File: src/core/sxa_pkg.sv
// Shared constants and types for the subtract/xor/swap execute slice
package sxa_pkg;
    localparam int DATA_W   = 8;
    localparam int ADDR_W   = 7;
    localparam int NIB_LO   = 0;
    localparam int NIB_HI   = 4;
    localparam int NIB_W    = 4;
    localparam logic [7:0] ACC_RST    = 8'h00;
    localparam logic       FLAG_RST   = 1'b0;
    localparam logic       DEST_ACC   = 1'b0;
    localparam logic       DEST_REG   = 1'b1;
    localparam int OP_W     = 3;

    typedef enum logic [2:0] {
        SXA_NOP,
        SXA_SUB_ACC_FROM_IMM,
        SXA_XOR_IMM_INTO_ACC,
        SXA_SUB_ACC_FROM_REG,
        SXA_XOR_ACC_WITH_REG,
        SXA_SWAP_REG_NIBBLES
    } sxa_op_e;
endpackage

File: src/core/sxa_res_if.sv
// Result bundle passed from the combinational unit to the execute stage
`timescale 1ns/1ns
`default_nettype none
interface sxa_res_if;
    logic [7:0] result;
    logic       carry;
    logic       digit_carry_flag;
    logic       upd_cdc;
    logic       upd_zero;
    logic       to_reg;
    modport src (output result, carry, digit_carry_flag, upd_cdc, upd_zero, to_reg);
    modport dst (input  result, carry, digit_carry_flag, upd_cdc, upd_zero, to_reg);
endinterface
`default_nettype wire

File: src/core/sxa_exec.sv
// Execute slice: accumulator, status flags and file-register write port
`timescale 1ns/1ns
`default_nettype none
module sxa_exec (
    input  wire logic                    sys_clk,
    input  wire logic                    nrst,
    input  wire logic                    op_valid,
    input  wire sxa_pkg::sxa_op_e        op,
    input  wire logic [7:0]              imm,
    input  wire logic [6:0]              reg_addr,
    input  wire logic                    dest,
    input  wire logic [7:0]              reg_rd,
    output logic [7:0]                   acc,
    output logic                         carry_flag,
    output logic                         digit_carry_flag,
    output logic                         zero_flag,
    output logic                         reg_we,
    output logic [6:0]                   reg_wa,
    output logic [7:0]                   reg_wd,
    output logic                         done
);
    import sxa_pkg::*;

    sxa_res_if res ();

    sxa_calc u_calc (
        .op     (op),
        .acc    (acc),
        .imm    (imm),
        .reg_rd (reg_rd),
        .dest   (dest),
        .res    (res.src)
    );

    // ====================================================================
    // Accumulator: reg_rd must be valid in the same cycle as op_valid
    always_ff @(posedge sys_clk or negedge nrst) begin
        if (!nrst) begin
            acc <= ACC_RST;
        end else if (op_valid && op != SXA_NOP && !res.to_reg) begin
            acc <= res.result;
        end
    end

    // ====================================================================
    // Status flags
    always_ff @(posedge sys_clk or negedge nrst) begin
        if (!nrst) begin
            carry_flag       <= FLAG_RST;
            digit_carry_flag <= FLAG_RST;
        end else if (op_valid && res.upd_cdc) begin
            carry_flag       <= res.carry;
            digit_carry_flag <= res.digit_carry_flag;
        end
    end

    always_ff @(posedge sys_clk or negedge nrst) begin
        if (!nrst) begin
            zero_flag <= FLAG_RST;
        end else if (op_valid && res.upd_zero) begin
            zero_flag <= (res.result == 8'h00);
        end
    end

    // ====================================================================
    // File-register write port, one-cycle strobe
    always_ff @(posedge sys_clk or negedge nrst) begin
        if (!nrst) begin
            reg_we <= 1'b0;
            reg_wa <= 7'h00;
            reg_wd <= 8'h00;
        end else begin
            reg_we <= op_valid && res.to_reg;
            if (op_valid && res.to_reg) begin
                reg_wa <= reg_addr;
                reg_wd <= res.result;
            end
        end
    end

    always_ff @(posedge sys_clk or negedge nrst) begin
        if (!nrst) begin
            done <= 1'b0;
        end else begin
            done <= op_valid && op != SXA_NOP;
        end
    end
endmodule // sxa_exec
`default_nettype wire

File: src/core/sxa_calc.sv
// Combinational result and flag computation for the five operations
`timescale 1ns/1ns
`default_nettype none
module sxa_calc (
    input  wire sxa_pkg::sxa_op_e op,
    input  wire logic [7:0]       acc,
    input  wire logic [7:0]       imm,
    input  wire logic [7:0]       reg_rd,
    input  wire logic             dest,
    sxa_res_if.src                res
);
    import sxa_pkg::*;
    logic [8:0] diff;
    logic [4:0] ldiff;
    logic [7:0] minu;

    // ====================================================================
    // Operand select and two's complement subtract
    always_comb begin
        minu  = (op == SXA_SUB_ACC_FROM_IMM) ? imm : reg_rd;
        // Add of the inverted subtrahend plus one: carry out means no borrow
        diff  = {1'b0, minu} + {1'b0, ~acc} + 9'h001;
        ldiff = {1'b0, minu[3:0]} + {1'b0, ~acc[3:0]} + 5'h01;
    end

    always_comb begin
        res.result           = 8'h00;
        res.carry            = diff[8];
        res.digit_carry_flag = ldiff[4];
        res.upd_cdc          = 1'b0;
        res.upd_zero         = 1'b0;
        res.to_reg           = 1'b0;
        case (op)
            SXA_SUB_ACC_FROM_IMM: begin
                res.result   = diff[7:0];
                res.upd_cdc  = 1'b1;
                res.upd_zero = 1'b1;
            end
            SXA_XOR_IMM_INTO_ACC: begin
                res.result   = acc ^ imm;
                res.upd_zero = 1'b1;
            end
            SXA_SUB_ACC_FROM_REG: begin
                res.result   = diff[7:0];
                res.upd_cdc  = 1'b1;
                res.upd_zero = 1'b1;
                res.to_reg   = (dest == DEST_REG);
            end
            SXA_XOR_ACC_WITH_REG: begin
                res.result   = acc ^ reg_rd;
                res.upd_zero = 1'b1;
                res.to_reg   = (dest == DEST_REG);
            end
            SXA_SWAP_REG_NIBBLES: begin
                res.result = {reg_rd[NIB_LO +: NIB_W], reg_rd[NIB_HI +: NIB_W]};
                res.to_reg = (dest == DEST_REG);
            end
            default: begin
                res.result = 8'h00;
            end
        endcase
    end
endmodule // sxa_calc
`default_nettype wire

File: config.mk
export PLATFORM = sky130hd
export DESIGN_NAME = sxa_exec
export DESIGN_NICKNAME = d
export VERILOG_FILES = /design/src/core/sxa_pkg.sv /design/src/core/sxa_res_if.sv /design/src/core/sxa_exec.sv /design/src/core/sxa_calc.sv
export SDC_FILE = /design/constraint.sdc
export NUM_CORES = 1
export LEC_CHECK = 0
export BUFFER_PORTS_ARGS = -buffer_cell sky130_fd_sc_hd__buf_2
export CAP_MARGIN = 0
export CORE_AREA = 2 2 67 69
export CTS_BUF_LIST = sky130_fd_sc_hd__clkbuf_8
export CTS_CLUSTER_DIAMETER = 50
export DETAILED_ROUTE_END_ITERATION = 10
export DIE_AREA = 0 0 69 71
export PLACE_DENSITY = 0.75
export SLEW_MARGIN = 20
export SYNTH_ARGS = -nofsm -noshare
export SYNTH_HDL_FRONTEND = slang
export SYNTH_SLANG_ARGS = --single-unit
File: constraint.sdc
create_clock -name sys_clk -period 5.1 [get_ports sys_clk]
set_input_delay 0.255 -clock sys_clk [delete_from_list [all_inputs] [get_ports sys_clk]]
set_output_delay 0.255 -clock sys_clk [all_outputs]
set_load 0.1 [all_outputs]
==> results by group <==
Die
  • Die height: between 70 and 80 um
  • Ports: 58
  • Die width: 69 um
  • Placement Rows: 24
  • Die area: 0.00490 mm^2
  • Starting Density: 47.7%
  • Placeable Area: 0.00420 mm^2

Pwr
  • Worst IR drop on VDD: 0.337 mV
  • Power Dens Cells: 528 mW/mm^2
  • Leak: 1.10 nW
  • Power Internal: ~530 uW
  • Psw: roughly 720 uW
  • Sw frac: 57.6%
  • Register share of total power: between 20% and 30%
  • Clock Power Share: 10.4%
  • Logic pwr share: 63.7%

Global routing
  • Vias in the first global route: 1806
  • Largest net degree at the start of global routing: 29
  • Total gr overflow: 0
  • Overall routing resource usage: 20.9%
  • Initial antenna violation count: 0
  • First-pass GRT wire length: 8460 um

Timing
  • Clock Skew: 5.97 ps
  • Hold Slack: roughly 210 ps
  • # setup viols final: 0
  • Slew margin rel.: 44.1%
  • RSZ-0062 raised after global routing: false
  • Post-layout min period: 3300 ps
  • Final Hold Vio Count: 0
  • Setup_tns: 0 ps
  • Fmax: 303 MHz
  • Final max-slew violation count: 0
  • Worst Max-Slew Pin Slew: ~840 ps
  • Final period utilization: 64.8%

Synthesis
  • Syn_area_per_cell: 9.33 um^2
  • Post-synth EDFFs: 0
  • Netlist cell types: 52
  • Sequential-to-total area share from yosys stat: about a third
  • Synthesized flop and latch total: 28
  • Synth warnings: 0
  • Post-Syn Nets: 255
  • Async S/R FF share, synth: 100%
  • Prevailing post-synth register cell: dfrtp_1
  • Post-Synthesis Cells: 215
  • Mapped cell area: around 0.002 mm^2

Critical path
  • CP Cell Sequence: buf_2 > nand2b_1 > nor2_1 > mux2_2 > ha_1 > or2_1 > o221a_2 > o41ai_1 > mux2i_1 > a21oi_1 > a32o_1
  • Buffers & Inverters on Critical Path: 1
  • Delay-heaviest family, CP: compound AO/OA/AOI/OAI gates
  • CP Launch Type: primary input
  • CP required: 5310 ps
  • Max incr delay on CP: 580 ps
  • CP Max Fanout: 26
  • Worst EP arrival: 3510 ps
  • CP max stage cell: nor2_1
  • Critical Path End Type: flop
  • CP Class: in -> reg
  • FF-to-FF setup slack: 2660 ps

Routing
  • Post-route DRC: 0
  • Detailed-route wire length: 5090 um
  • Final ANT Viol Nets: 0
  • Vias/cell: 5.89
  • Drt wl/cell: 15.9 um
  • DR vias: 1890
  • DR iter-0 viols: 164
  • Drt pass-1 iters: 4

Clock tree
  • CTS Buffer Depth: 2
  • CTS tree: yes
  • Num CTS Buffers: 3
  • CTS sink cnt: 28
  • H-tree levels: 1
  • Worst-path clk slew: 90 ps
  • Worst-Skew Late Latency: 270 ps
  • Root Buffer: clkbuf_8

Finish
  • Number of fill cells: 410
  • Non-filler instance count after layout: 321
  • Multi-input combinational cell area: ~0.0012 mm^2
  • Commonest non-fill, non-tap cell in the layout: buf_2
  • Final core occ: ~57%
  • N_diodes: 0
  • Finished Cell Area: 0.00238 mm^2
  • Flip-flop and latch area: 701 um^2
  • Most frequent cells in the layout: buf_2, dfrtp_1, nand2_1, o21ai_0, mux2_2
  • Area growth syn-to-layout: 18.6%
  • Layout cells sized above 1: between 30% and 40%
  • Nets: 310

Flow run
  • Max Cap Violations: 0

Placement
  • Dpl cells: 316
  • Final HPWL DP: between 3000 and 4000 um
  • Placer Congestion: 0.923
  • Post-DP Area: 0.00232 mm^2
  • I/O Buffers: 57

Hold path
  • Hold WC Path Type: in -> reg

Outcome
  • Status: completed
==> timing repair <==
action | CTS | global route
hold endpoints to repair | 15 | 0
hold buffers | 1 | 0
resized for setup | 0 | 0
buffers inserted | 0 | 0
==> through the flow <==
| stage | power [mW] | setup slack, ps |
|---|---|---|
| after detailed placement | 1.13 | 1530 |
| final | 1.26 | 1800 |
| after CTS | 1.26 | 1820 |
| after global placement | 1.12 | 1580 |
| after global routing | 1.33 | 1480 |
| after floorplan | 0.982 | 2130 |
==> cells in the mapped netlist (all sizes together), types with 3 or more instances <==
master  number  share of area (%)
xor2         5                2.2
clkbuf       5               0.94
nand3b       3                1.1
mux2i        4                2.0
mux2        15                8.4
nor3         3               0.75
a21oi       13                3.2
nand2       18                3.4
nand2b       5                1.6
or2          3               0.94
o21ai       18                4.5
ha           9                5.6
nor2b        8                2.9
o22ai        4                1.2
a221o        4                2.0
xnor2        4                1.7
inv          9                1.7
o221a        3                1.7
nor2        13                2.4
dfrtp       28                 35
a21o         3                1.1
buf          5                1.9
nand3        3               0.75
==> power groups by stage <==
stage	clock (mW)	combinational, mW	sequential, mW
after floorplan	0	0.248	0.734
after global placement	0	0.792	0.326
after detailed placement	0	0.799	0.328
after CTS	0.136	0.801	0.326
after global routing	0.146	0.846	0.334
final	0.131	0.800	0.325
==> registers in the layout, summed over array words and instances (netlist names) <==
signal / cells
acc: 8
carry_flag: 1
reg_we: 1
done: 1
digit_carry_flag: 1
reg_wa: 7
zero_flag: 1
reg_wd: 8
==> routing by layer <==
layer  share of wire, %  vias up  global-route usage, %
li1                   -      909                      -
met1                 47      909                   29.5
met2                 47       70                   34.3
met3                6.0        2                   2.28
met4               0.24        0                   5.88
met5                  0        -                      0
==> cell families after synthesis <==
family | share of synthesized area [%]
compound gates | 23.4
buf+inv | 4.49
mux | 10.4
simple gates | 16.2
fa+ha+maj | 6.61
flops | 34.9
xor+xnor | 3.93
==> worst paths after layout <==
path / startpoint / to / cells past startpoint
worst min register to register: carry_flag / carry_flag / 2
min in group asynchronous: nrst / reg_wa[5] / 2
worst max-delay path: op[0] / zero_flag / 11
worst max register to register: acc[0] / zero_flag / 8
max in group asynchronous: nrst / acc[2] / 2
worst min-delay path: reg_addr[0] / reg_wa[0] / 2
==> final cells by class <==
class / count / area share (%)
flip-flops and latches: 28 / 29.4
well taps: 52 / 2.73
multi-input cells: 168 / 51.1
clock buffers: 4 / 2.31
inverters: 9 / 1.42
repair buffers: 60 / 13.0
Power figures use the tool's default switching activity.
